File: src/mps_defines.vh
// constants for the multiphase pwm sequencer
// assumes a 250 MHz single clock; times are turned into cycle counts here
`ifndef MPS_DEFINES_VH
`define MPS_DEFINES_VH
`define MPS_CLK_MHZ 250
`define MPS_PERIOD_W 16
`define MPS_PERIOD_DEF 16'd250
`define MPS_PERIOD_MIN 16'd6
`define MPS_RST_HOLD_MS 50
`define MPS_RST_HOLD_CYC (`MPS_RST_HOLD_MS * 1000 * `MPS_CLK_MHZ)
`define MPS_HOLD_W 24
`define MPS_ST_NORMAL 2'd0
`define MPS_ST_LOWPWR 2'd1
`define MPS_ST_WAIT 2'd2
`endif

File: src/mps_phase_cell.v
// one phase of the pulse decision and gate drive
// assumes the comparator and zero-current inputs are synchronous to i_clk
module mps_phase_cell (
	input wire i_clk,
	input wire i_arst_n,
	input wire i_enable,
	input wire i_interval_start,
	input wire i_cmp_above,
	input wire i_force_on,
	input wire i_diode_emulation_mode,
	input wire i_zero_current,
	output reg o_pwm,
	output reg o_high_side_gate,
	output reg o_low_side_gate
);
	reg fired_q;
	reg pwm_d;
	reg fired_d;
	reg dem_off_q;
	always @* begin
		pwm_d = o_pwm;
		fired_d = fired_q;
		if (i_interval_start)
			fired_d = 1'b0;
		if (!i_enable) begin
			pwm_d = 1'b0;
		end else if (i_force_on) begin
			pwm_d = 1'b1;
		end else if (o_pwm) begin
			if (!i_cmp_above)
				pwm_d = 1'b0;
		end else if (i_cmp_above && !fired_d) begin
			pwm_d = 1'b1;
			fired_d = 1'b1;
		end
	end
	always @(posedge i_clk or negedge i_arst_n) begin
		if (!i_arst_n) begin
			o_pwm <= 1'b0;
			fired_q <= 1'b0;
			dem_off_q <= 1'b0;
			o_high_side_gate <= 1'b0;
			o_low_side_gate <= 1'b0;
		end else begin
			o_pwm <= pwm_d;
			fired_q <= fired_d;
			// zero current parks both gates until next pulse
			if (!i_diode_emulation_mode || pwm_d)
				dem_off_q <= 1'b0;
			else if (i_zero_current)
				dem_off_q <= 1'b1;
			o_high_side_gate <= i_enable && pwm_d;
			o_low_side_gate <= i_enable && !pwm_d && !(dem_off_q || (i_diode_emulation_mode && i_zero_current));
		end
	end
endmodule // mps_phase_cell

File: src/mps_sequencer.v
// top of the multiphase pwm sequencer: interval timing, phase count, power state
// assumes inputs synchronous to i_clk; comparators and current sense are analog outside
`include "mps_defines.vh"
module mps_sequencer #(
	parameter RST_HOLD_CYC = `MPS_RST_HOLD_CYC,
	parameter HAS_DRIVE_REDUCTION = 1,
	parameter HAS_PROC_RESET = 1
) (
	input wire i_clk,
	input wire i_arst_n,
	input wire [`MPS_PERIOD_W-1:0] i_switch_freq_set,
	input wire [2:0] i_cmp_above,
	input wire i_transient_all_phase_trip,
	input wire i_phase_three_sense_neg,
	input wire i_power_state_request_n,
	input wire i_soft_start_busy,
	input wire i_vid_transition_busy,
	input wire i_processor_reset_in_n,
	input wire [2:0] i_zero_current,
	output reg [2:0] o_pwm,
	output reg [2:0] o_high_side_gate,
	output reg [2:0] o_low_side_gate,
	output reg o_low_power_state,
	output reg o_diode_emulation_mode,
	output reg o_low_side_drive_reduction,
	output reg [2:0] o_interval_start
);
	localparam ST_NORMAL = `MPS_ST_NORMAL;
	localparam ST_LOWPWR = `MPS_ST_LOWPWR;
	localparam ST_WAIT = `MPS_ST_WAIT;
	localparam integer HOLD_LAST_I = RST_HOLD_CYC - 1;
	localparam [`MPS_HOLD_W-1:0] HOLD_LAST = HOLD_LAST_I[`MPS_HOLD_W-1:0];
	reg [`MPS_PERIOD_W-1:0] cnt_q;
	reg [`MPS_PERIOD_W-1:0] period_q;
	reg [`MPS_PERIOD_W-1:0] third_q;
	reg [`MPS_PERIOD_W-1:0] half_q;
	reg two_phase_q;
	reg [1:0] state_q;
	reg [1:0] state_d;
	reg [`MPS_HOLD_W-1:0] hold_q;
	reg busy_q;
	reg [2:0] start;
	reg [2:0] enable;
	reg lp_d;
	wire busy;
	wire [`MPS_PERIOD_W-1:0] per_clip;
	wire [2:0] cell_pwm;
	wire [2:0] cell_hg;
	wire [2:0] cell_lg;
	assign busy = i_soft_start_busy | i_vid_transition_busy;
	assign per_clip = (i_switch_freq_set < `MPS_PERIOD_MIN) ? `MPS_PERIOD_MIN : i_switch_freq_set;
	always @(posedge i_clk or negedge i_arst_n) begin
		if (!i_arst_n) begin
			cnt_q <= {`MPS_PERIOD_W{1'b0}};
			period_q <= `MPS_PERIOD_DEF;
			third_q <= `MPS_PERIOD_DEF / 2'd3;
			half_q <= `MPS_PERIOD_DEF >> 1;
		end else if (cnt_q >= period_q - 1'b1) begin
			// period change takes effect only on wrap, keeping phases aligned
			cnt_q <= {`MPS_PERIOD_W{1'b0}};
			period_q <= per_clip;
			third_q <= per_clip / 2'd3;
			half_q <= per_clip >> 1;
		end else begin
			cnt_q <= cnt_q + 1'b1;
		end
	end
	// phase count strap, sampled while soft-start is busy
	always @(posedge i_clk or negedge i_arst_n) begin
		if (!i_arst_n)
			two_phase_q <= 1'b0;
		else if (i_soft_start_busy)
			two_phase_q <= i_phase_three_sense_neg;
	end
	always @* begin
		start[0] = (cnt_q == {`MPS_PERIOD_W{1'b0}});
		start[1] = two_phase_q ? (cnt_q == half_q) : (cnt_q == third_q);
		start[2] = !two_phase_q && (cnt_q == (third_q << 1));
	end
	always @* begin
		state_d = state_q;
		case (state_q)
			ST_NORMAL: begin
				if (HAS_PROC_RESET && !i_processor_reset_in_n)
					state_d = ST_WAIT;
				else if (!busy && !busy_q && !i_power_state_request_n)
					state_d = ST_LOWPWR;
			end
			ST_LOWPWR: begin
				if (HAS_PROC_RESET && !i_processor_reset_in_n)
					state_d = ST_WAIT;
				else if (busy || i_power_state_request_n)
					state_d = ST_NORMAL;
			end
			ST_WAIT: begin
				if (i_processor_reset_in_n && hold_q >= HOLD_LAST)
					state_d = ST_NORMAL;
			end
			default: state_d = ST_NORMAL;
		endcase
	end
	always @(posedge i_clk or negedge i_arst_n) begin
		if (!i_arst_n) begin
			state_q <= ST_NORMAL;
			hold_q <= {`MPS_HOLD_W{1'b0}};
			busy_q <= 1'b1;
		end else begin
			state_q <= state_d;
			busy_q <= busy;
			// hold count restarts while reset low
			if (!i_processor_reset_in_n || state_q != ST_WAIT)
				hold_q <= {`MPS_HOLD_W{1'b0}};
			else if (hold_q < HOLD_LAST)
				hold_q <= hold_q + 1'b1;
		end
	end
	always @* begin
		lp_d = (state_d == ST_LOWPWR);
		enable[0] = 1'b1;
		enable[1] = !lp_d;
		enable[2] = !lp_d && !two_phase_q;
	end
	genvar g;
	generate
		for (g = 0; g < 3; g = g + 1) begin : g_phase
			mps_phase_cell u_cell (
				.i_clk(i_clk),
				.i_arst_n(i_arst_n),
				.i_enable(enable[g]),
				.i_interval_start(start[g]),
				.i_cmp_above(i_cmp_above[g]),
				.i_force_on(i_transient_all_phase_trip),
				.i_diode_emulation_mode(lp_d && (HAS_DRIVE_REDUCTION != 0) && (g == 0)),
				.i_zero_current(i_zero_current[g]),
				.o_pwm(cell_pwm[g]),
				.o_high_side_gate(cell_hg[g]),
				.o_low_side_gate(cell_lg[g])
			);
		end
	endgenerate
	always @(posedge i_clk or negedge i_arst_n) begin
		if (!i_arst_n) begin
			o_pwm <= 3'h0;
			o_high_side_gate <= 3'h0;
			o_low_side_gate <= 3'h0;
			o_low_power_state <= 1'b0;
			o_diode_emulation_mode <= 1'b0;
			o_low_side_drive_reduction <= 1'b0;
			o_interval_start <= 3'h0;
		end else begin
			o_pwm <= cell_pwm;
			o_high_side_gate <= cell_hg;
			o_low_side_gate <= cell_lg;
			o_low_power_state <= (state_q == ST_LOWPWR);
			o_diode_emulation_mode <= (state_q == ST_LOWPWR) && (HAS_DRIVE_REDUCTION != 0);
			o_low_side_drive_reduction <= (state_q == ST_LOWPWR) && (HAS_DRIVE_REDUCTION != 0);
			o_interval_start <= start;
		end
	end
endmodule // mps_sequencer

File: config.mk
export PLATFORM = sky130hd
export DESIGN_NAME = mps_sequencer
export DESIGN_NICKNAME = d
export VERILOG_FILES = /design/src/mps_phase_cell.v /design/src/mps_sequencer.v
export VERILOG_INCLUDE_DIRS = /design/src
export SDC_FILE = /design/constraint.sdc
export NUM_CORES = 1
export LEC_CHECK = 0
export ABC_AREA = 1
export BUFFER_PORTS_ARGS = -buffer_cell sky130_fd_sc_hd__buf_2
export CAP_MARGIN = 20
export CORE_UTILIZATION = 55
export DETAILED_ROUTE_END_ITERATION = 6
export PLACE_DENSITY = 0.74
export SLEW_MARGIN = 20
export SYNTH_ARGS = -nofsm -noshare
export SYNTH_HDL_FRONTEND = slang
export SYNTH_HIERARCHICAL = 1
export SYNTH_SLANG_ARGS = --single-unit
File: constraint.sdc
create_clock -name i_clk -period 4.7 [get_ports i_clk]
set_clock_uncertainty 0.15 [all_clocks]
set_input_delay 0.235 -clock i_clk [delete_from_list [all_inputs] [get_ports i_clk]]
set_output_delay 0.235 -clock i_clk [all_outputs]
set_load 0.05 [all_outputs]
; Yosys cells after proc, flatten, opt, wreduce, memory -nomap -nowiden
; Cells that the tools add are included.
[word_totals]
elab_cells = 118
reg_bits = 116
in_bits = 30
[op_classes]
eq_ne = 7
n_mux = 41
bitwise_logic = 1
reduce_logical = 36
add_sub_neg = 3
n_div = 1
magnitude_cmp = 4
[ops]
columns = op, count
row1 = two-way mux 24 bit, 2
row2 = == test 16 bit, 2
row3 = logical AND 32 x 1 -> 1 bit (first input constant), 1
row4 = two-way mux 16 bit, 2
row5 = two-way mux 1 bit, 31
row6 = adder 24 x 1 -> 24 bit (second input constant), 1
row7 = greater-or-equal comparator 24 bit (second input constant), 1
row8 = less-than comparator 24 bit (second input constant), 1
row9 = adder 16 x 1 -> 16 bit (second input constant), 1
row10 = divider 16 x 2 -> 16 bit (second input constant), 1
row11 = == test 16 x 15 -> 1 bit, 1
row12 = greater-or-equal comparator 16 bit, 1
row13 = zero test 16 bit, 1
row14 = less-than comparator 16 x 3 -> 1 bit (second input constant), 1
row15 = subtractor 16 x 1 -> 16 bit (second input constant), 1
row16 = logical AND 1 bit, 14
row17 = zero test 1 bit, 13
row18 = two-way mux 2 bit, 5
row19 = case mux 2 bit (3 select lines), 1
row20 = == test 2 x 1 -> 1 bit (second input constant), 2
row21 = logical OR 1 bit, 4
row22 = nonzero test 2 bit, 2
row23 = == test 2 bit (second input constant), 1
row24 = zero test 2 bit, 1
row25 = other kinds (2), 2

; Logic depth before layout (Yosys ltp)
; Gate-level depths: netlist of the first run.
[depth]
ltp_word = 13
depth_mapped = 46

; Cells and area by module
; Netlist of the first run, hierarchy kept.
[by_module_without_submodules]
columns = module, cells_per_inst, n_inst, seq_area_each_um2, area_per_inst_um2
row1 = mps_sequencer, 759, 1, 2215.9, 5741.8
row2 = mps_phase_cell, 20, 3, 100.1, 182.7

; Least setup slack after synthesis of the first run
; No wires, ideal clock.
[synth_timing]
path_type = input port to flip-flop
from = input port i_switch_freq_set[15]
to = register third_q[0]
t_arrival_ns = 3.978
setup_time_ns = 0.080
cell_stages = 42
slack_ns = 0.492
cell_sequence = inv_1 -> nand3_1 -> nand2_1 -> nand2_2 -> nand2_2 -> o21ai_2 -> nand2_2 -> inv_2 -> o21bai_2 -> nand2_1 -> a21oi_2 -> nor2_4 -> o21bai_4 -> nand3_2 -> nand2_1 -> inv_1 -> nor2_1 -> inv_1 -> (+6 left out) -> o21bai_4 -> nand3_4 -> nand2_2 -> nand2_1 -> nand2_1 -> inv_1 -> ha_1 -> inv_1 -> nand2_2 -> nand2_1 -> nand2_2 -> ha_1 -> a21oi_2 -> nand3_2 -> nand2_1 -> nand3_1 -> nor2_1 -> a21oi_1
[synth_via]
elab_chain_len = 3
[synth_lines]
columns = element, line
row1 = "start, declared", mps_sequencer.v:11  ; input wire [`MPS_PERIOD_W-1:0] i_switch_freq_set,
row2 = less-than comparator 16 x 3 -> 1 bit (no source line), n/a
row3 = two-way mux 16 bit (*), mps_sequencer.v:51  ; assign per_clip = (i_switch_freq_set < `MPS_PERIOD_MIN) ? `MPS_PERIOD_MIN : i_switch_freq_set;
row4 = divider 16 x 2 -> 16 bit (*), mps_sequencer.v:62  ; third_q <= per_clip / 2'd3;
row5 = "end signal, assigned", mps_sequencer.v:56  ; third_q <= `MPS_PERIOD_DEF / 2'd3;
row6 = "end signal, assigned", mps_sequencer.v:62
row7 = "end, declared", mps_sequencer.v:35  ; reg [`MPS_PERIOD_W-1:0] third_q;
; Mark *: on every way between the ends. The rest lies on a longest branch, timed or not.
; A chain may end at the register's enable or synchronous reset.

; Worst setup path after layout of the first run
[layout_timing]
from = input port i_switch_freq_set[14]
to = register third_q[0]
; The elaborated chain is that of the path after synthesis.

==> summary.txt, run 1 <==
Vias in the first global route: 5333
R2r worst-path depth: 20
Critical Path Start Type: input pin
WHS Endpoint: period_q[14]$_DFFE_PN0N_
I/O Buffers: 44
DP HPWL: 10.5 mm
Via count: 5649
Crit-path max FO: 6
DP Area: 6680 um2
DRT Pass-1 Iters: 5
First-pass GRT wire length: 24.0 mm
Final Slew Violations: 0
Worst R2R End: cnt_q[2]$_DFF_PN0_
Max-Cap Viols: 0
Reg2reg setup slack: 0.80 ns
Post-synthesis mux area share: 0.00179
IO Pins: 45
PwrDens: 282 nW/um2
Core Rows: 38
Total power: 2.06 mW
Layout Area Growth over Synthesis: 16.2%
Adder-Cell Fraction of Synth Area: 0.0438
Critical path class: in2reg
R2r startpoint: period_q[0]$_DFFE_PN0N_
Commonest cells after routing, fill and taps aside: 138 x nand2_1, 110 x inv_1, 89 x dfrtp_1
WHS Path Cells: 3
Minimum clock period: 4.33 ns
Critical path depth: 40
Largest family of logic cells by synthesized area: simple AND/OR/NAND/NOR gates
Initial DRC Count: 416
GRT Total Usage: 0.259
Post-Syn Area: 6290 um2
Antenna violation net count after detailed routing: 0
Primary FF master, synth: dfrtp_1
XOR/XNOR share of the synthesized area: 0.0362
Gate Count Post-Synth: 819
Failing checks: hold timing
Core Box Area: 11000 um2
Final worst path period share: 0.922
Crit path capture type: flop
Hold Crit Start: i_switch_freq_set[14]
Chip height: 109 um
Outcome: finished, violations left
Async SR Flop Fraction: 1.00
Max VDD drop: 0.296 mV
Clock Latency Late Sink: 0.35 ns
WHS: -0.00519 ns
Fin cells: 1032
Initial core utilization: 0.573
FF+latch count, synth: 100
Register area: 2520 um2
Distinct cells, synth: 53
Htree depth: 3
Mean Syn Cell Area: 7.68 um2
DRC: 0
Reg clk slew, reported paths: 0.07 ns
Synth Warn #: 6
CP arrival: 4.46 ns
Synth Area in Compound Gates: 0.155
Fmax: 231 MHz
Filler cell count in the final layout: 926
Gpl congestion: 0.954
Clock Path Buffers: 2
Core Util, Final: 0.666
Worst slew pin tran: 0.846 ns
Die ar.: 11900 um2
Final WL: 14.5 mm
Diode count: 0
CTS tree: built
Most used cell along the critical path: nand2_2
Most common cell after layout, fill and taps aside: nand2_1
Synth Area in Simple Gates: 0.277
GR Overflow Total: 0
CTS sink cnt: 100
# setup viols final: 0
WP data required: 4.83 ns
Final instance area: 7310 um2
Crit path buf inv count: 5
CTS root buf: clkbuf_16
WL per Instance: 14.1 um
Largest net degree at the start of global routing: 60
CTS Buf Count: 9
Final #Nets: 939
Die width: 109 um
Initial antenna violation count: 0
Share of cells above drive strength 1: 0.196
Sequential area share after synthesis: 0.400
Multi-input logic area: 3400 um2
EDFF count, synth: 0
Slowest stage cell, crit path: o21ai_2
Final hold violations: 1
Worst path max stage delay: 0.19 ns
Placed cells: 996
Hold Path Class: in2reg
Vias per cell: 5.47
Slew headroom: 0.422
Cell family with most CP delay: simple AND/OR/NAND/NOR gates
Pleak: 3.50 nW
==> final cells by class <==
class / count / share of cell area
flip-flops and latches: 100 / 0.344
multi-input cells: 585 / 0.465
inverters: 121 / 0.0621
clock buffers: 11 / 0.0318
clock inverters: 5 / 0.00890
repair buffers: 70 / 0.0637
well taps: 140 / 0.0240
==> worst max path at each step <==
stage / endpoint / slack (ns) / startpoint
floorplan: third_q[0]$_DFFE_PN1N_ / 0.49 / i_switch_freq_set[15]
global placement: third_q[0]$_DFFE_PN1N_ / 0.19 / i_switch_freq_set[15]
detailed placement: third_q[0]$_DFFE_PN1N_ / -0.16 / i_switch_freq_set[15]
CTS: third_q[0]$_DFFE_PN1N_ / 0.20 / i_switch_freq_set[15]
global route: third_q[0]$_DFFE_PN1N_ / -0.06 / i_switch_freq_set[14]
finish: third_q[0]$_DFFE_PN1N_ / 0.37 / i_switch_freq_set[14]
==> sequential cells by signal, indices dropped and copies added (netlist names), 2 cells and up <==
name,flops
hold_q,24
o_low_side_gate,3
cnt_q,16
o_high_side_gate,3
o_pwm,3
g_phase.u_cell/o_low_side_gate,3
g_phase.u_cell/fired_q,3
o_interval_start,3
g_phase.u_cell/dem_off_q,3
third_q,15
g_phase.u_cell/o_high_side_gate,3
state_q,2
period_q,16
==> synthesized netlist by cell type (6+ instances only) <==
master	n	area share
a21oi_1	41	0.033
a31oi_1	7	0.0070
clkbuf_1	11	0.0066
dfrtp_1	89	0.35
dfstp_2	11	0.046
ha_1	22	0.044
inv_1	114	0.068
inv_2	6	0.0036
nand2_1	154	0.092
nand2_2	18	0.018
nand3_1	35	0.028
nand3_2	12	0.019
nand4_1	14	0.014
nor2_1	82	0.049
nor3_1	28	0.022
nor4_1	11	0.011
o21ai_0	56	0.045
o21ai_2	9	0.013
o22ai_1	6	0.0060
xor2_1	21	0.029
==> worst reg2reg max path, stage by stage, from the launching register on <==
cell	delay [ns]
dfrtp_1	0.36
inv_1	0.11
ha_1	0.20
nand3_1	0.13
nor3_1	0.28
nand2_1	0.16
inv_1	0.11
nand3_1	0.12
nor3_1	0.19
xor2_1	0.17
ha_1	0.25
nand4_1	0.13
inv_1	0.05
a2111oi_0	0.45
buf_4	0.21
nand3_2	0.08
buf_12	0.20
inv_1	0.11
buf_4	0.15
o21ai_0	0.08
a21oi_1	0.14
==> stage by stage <==
stage | setup TNS (ns) | setup WS, ns
finish | 0 | 0.369
global route | -0.0569 | -0.0569
CTS | 0 | 0.196
detailed placement | -0.158 | -0.158
global placement | 0 | 0.188
floorplan | 0 | 0.492
==> logic make-up (layout without fill, tap and decap cells) <==
group / count (synthesis) / in the layout
and+or+nand+nor: 373 / 373
buffers and inverters: 139 / 207
DFF: 100 / 100
muxes: 1 / 1
xor gates and xnor gates: 26 / 26
adders and majority gates: 22 / 22
AOI/OAI and AO/OA: 156 / 156
other: 2 / 7
==> where the power goes <==
group | switching (mW) | internal, mW
clock | 0.336 | 0.421
combinational | 0.268 | 0.149
sequential | 0.0122 | 0.878
total | 0.617 | 1.45
==> metal layers <==
layer / GRT usage / up-vias / part of all wire
li1: - / 2848 / -
met4: 0.103 / 0 / 0.023
met5: 0 / - / 0
met1: 0.327 / 2633 / 0.45
met3: 0.0377 / 31 / 0.034
met2: 0.444 / 137 / 0.49
==> what timing repair did <==
item | 4_1_cts | 5_1_grt
endpoints found under the setup margin | 0 | 2
gates resized for setup | 0 | 41
hold endpoints to repair | 55 | 0
setup buffers | 0 | 8
hold buffers | 12 | 0
Note: power is estimated with default switching activity, not from simulation.
==> inputs of run 2 (changes only) <==
--- a/config.mk
+++ b/config.mk
@@ -11,6 +11,7 @@
 export CAP_MARGIN = 20
 export CORE_UTILIZATION = 55
 export DETAILED_ROUTE_END_ITERATION = 6
+export GPL_TIMING_DRIVEN = 0
 export PLACE_DENSITY = 0.74
 export SLEW_MARGIN = 20
 export SYNTH_ARGS = -nofsm -noshare
==> constraint.sdc (replaced) <==
create_clock -name i_clk -period 4.7 [get_ports i_clk]
set_clock_uncertainty 0.15 [all_clocks]
set_input_delay 0.94 -clock i_clk [delete_from_list [all_inputs] [get_ports i_clk]]
set_output_delay 0.94 -clock i_clk [all_outputs]
set_load 0.05 [all_outputs]
==> run 2 against run 1 <==
  * Fmax shrank 15%
  * Hold slack improved by 0.21 ns
  * Non-clock buffer count rose by 43
  * Via count rose by 7.9%
  * Total power is 4.4% higher
  * Count of clock-buffer cells in the layout down 1
  * Routed wire length up 19%
  * Utilization is 4.4 points higher
  * Setup slack got worse by 0.79 ns
  * Register-to-register slack worse by 0.54 ns
  * The flow finishes with violations (setup timing)
  * Sequential share of layout area is 2.1 points lower
  * First-iteration DRC count up 25%
==> summary.txt, run 2 (synthesis gave the netlist of run 1 again) <==
Final Slew Violations: 0 (unchanged)
Top reg by flops: hold_q
Worst R2R End: third_q[12]$_DFFE_PN0N_
GR Overflow Total: 0 (unchanged)
First-pass GRT wire length: 27.0 mm (+13%)
Reg clk slew, reported paths: 0.07 ns (about the same)
Crit-path max FO: 4 (-2)
Most used cell along the critical path: buf_4
CTS root buf: clkbuf_16
Critical Path Start Type: input pin
CTS tree: built
Minimum clock period: 5.12 ns (+0.789 ns)
Initial core utilization: 0.573 (unchanged)
DP HPWL: 11.6 mm (+10%)
Dpl ws: -0.733 ns (-0.575 ns)
Initial antenna violation count: 0 (unchanged)
Commonest cells after routing, fill and taps aside: 130 x nand2_1, 106 x inv_1, 89 x dfrtp_1
Die ar.: 11900 um2 (unchanged)
Share of cells above drive strength 1: 0.258 (+0.0616)
CTS sink cnt: 100 (unchanged)
End point of the critical path: third_q[11]$_DFFE_PN0N_
Die width: 109 um (unchanged)
Gpl congestion: 0.928 (-2.8%)
WL per Instance: 16.2 um (+15%)
GRT Total Usage: 0.294 (+0.0349)
Chip height: 109 um (unchanged)
Vias in the first global route: 5775 (+8.3%)
Max VDD drop: 0.264 mV (-11%)
Diode count: 0 (unchanged)
Core Rows: 38 (unchanged)
WHS: 0.201 ns (+0.206 ns)
Core Box Area: 11000 um2 (unchanged)
Max FFs per register: 24 (unchanged)
Fmax: 195 MHz (-15%)
Worst slew pin tran: 0.800 ns (-0.0459 ns)
PwrDens: 277 nW/um2 (-2.1%)
Final WL: 17.4 mm (+19%)
Worst path max stage delay: 0.19 ns (about the same)
Filler cell count in the final layout: 829 (-10%)
Antenna violation net count after detailed routing: 0 (unchanged)
DRT Pass-1 Iters: 5 (unchanged)
Slowest stage cell, crit path: a31oi_1
Pleak: 3.72 nW (+6.4%)
Crit path from: i_switch_freq_set[15]
# setup viols final: 3 (+3)
Hold Path Class: reg2reg
R2r worst-path depth: 18 (-10%)
Register area: 2520 um2 (unchanged)
CTS Buf Count: 9 (unchanged)
Layout Area Growth over Synthesis: 23.9%
Multi-input logic area: 3570 um2 (+5.0%)
Crit path capture type: flop
Vias per cell: 5.67 (+3.6%)
WP data required: 4.80 ns (-0.03 ns)
R2r startpoint: period_q[0]$_DFFE_PN0N_
Final hold violations: 0 (-1)
Final worst path period share: 1.09 (+0.168)
I/O Buffers: 44 (unchanged)
Max-Cap Viols: 0 (unchanged)
Critical path class: in2reg
Slew headroom: 0.459 (+0.0377)
Clock Latency Late Sink: 0.35 ns (about the same)
Top flop regs: hold_q x24, cnt_q x16, period_q x16
CP arrival: 5.22 ns (+0.76 ns)
Reg2reg setup slack: 0.26 ns (-0.54 ns)
Initial DRC Count: 519 (+25%)
DRC: 0 (unchanged)
Final #Nets: 982 (+4.6%)
Outcome: finished, violations left
Most common cell after layout, fill and taps aside: nand2_1
Via count: 6095 (+7.9%)
Clock Path Buffers: 2 (unchanged)
Fin worst setup slack: -0.420 ns (-0.789 ns)
Failing checks: setup timing
Unrepaired setup endpoints after global routing: yes
Htree depth: 3 (unchanged)
Largest net degree at the start of global routing: 55 (-8.3%)
IO Pins: 45 (unchanged)
## run 2: cell types whose count changed in the layout (fill, tap and decap cells not counted), moves of 4 or more
cell	before	now
buf_4	16	54
clkbuf_1	2	11
dlygate4sd3_1	12	0
inv_1	110	106
nand2_1	138	130
nand2_4	2	13
nand3_4	2	7
## run 2: layer usage
layer / track usage / vias up / wire length, um
met5: 0 / - / 0
met1: 0.371 / 2925 / 7520
met3: 0.0466 / 39 / 809
met4: 0.0985 / 0 / 515
li1: - / 2934 / -
met2: 0.509 / 197 / 8520
## run 2: area by class of cell
class                   instances  share of cell area
well taps                     140              0.0225
plain buffers                  18              0.0111
flip-flops and latches        100               0.323
clock buffers                  10              0.0307
inverters                     121              0.0621
repair buffers                 95              0.0864
clock inverters                 6             0.00642
multi-input cells             585               0.458
## run 2: where the power goes
| group | total [mW] | internal, mW | switching, mW |
|---|---|---|---|
| Clock | 0.730 | 0.383 | 0.347 |
| Combinational | 0.541 | 0.209 | 0.332 |
| Sequential | 0.886 | 0.878 | 0.00784 |
| Total | 2.16 | 1.47 | 0.687 |
## run 2: critical path: cells and delay by family
family	cells	cell delay [ns]
AND/OR/NAND/NOR	5	0.47
AO/OA/AOI/OAI	1	0.19
buffers and inverters	30	3.60
## run 2: what timing repair did
action                                 CTS  global route
hold buffers                             0             0
pin swaps                               38            48
gates resized for setup                 43            56
setup endpoints to repair                2            20
endpoints found under the hold margin    0             0
buffers inserted                        46             4
## run 2: worst min-delay path by stage
stage                                           startpoint                      endpoint  slack (ns)  cells past startpoint
3_5_place_dp   g_phase[0].u_cell/o_low_side_gate$_DFF_PN0_  o_low_side_gate[0]$_DFF_PN0_        0.19                      0
4_1_cts        g_phase[0].u_cell/o_low_side_gate$_DFF_PN0_  o_low_side_gate[0]$_DFF_PN0_        0.20                      0
2_1_floorplan  g_phase[0].u_cell/o_low_side_gate$_DFF_PN0_  o_low_side_gate[0]$_DFF_PN0_        0.18                      0
6_report       g_phase[0].u_cell/o_low_side_gate$_DFF_PN0_  o_low_side_gate[0]$_DFF_PN0_        0.20                      0
5_1_grt        g_phase[0].u_cell/o_low_side_gate$_DFF_PN0_  o_low_side_gate[0]$_DFF_PN0_        0.20                      0
3_3_place_gp   g_phase[0].u_cell/o_low_side_gate$_DFF_PN0_  o_low_side_gate[0]$_DFF_PN0_        0.18                      0
## run 2: metrics by stage
step           instance area, um2   util  TNS [ns]  cells  power, mW
2_1_floorplan                6320      -    -0.118    824       1.17
3_3_place_gp                 6710  0.611    -0.927   1008       1.24
3_5_place_dp                 6750  0.614     -1.27   1009       1.26
4_1_cts                      7530  0.685    -0.263   1071       2.07
5_1_grt                      7790  0.710     -1.61   1075       2.24
6_report                     7790  0.710     -1.19   1075       2.16
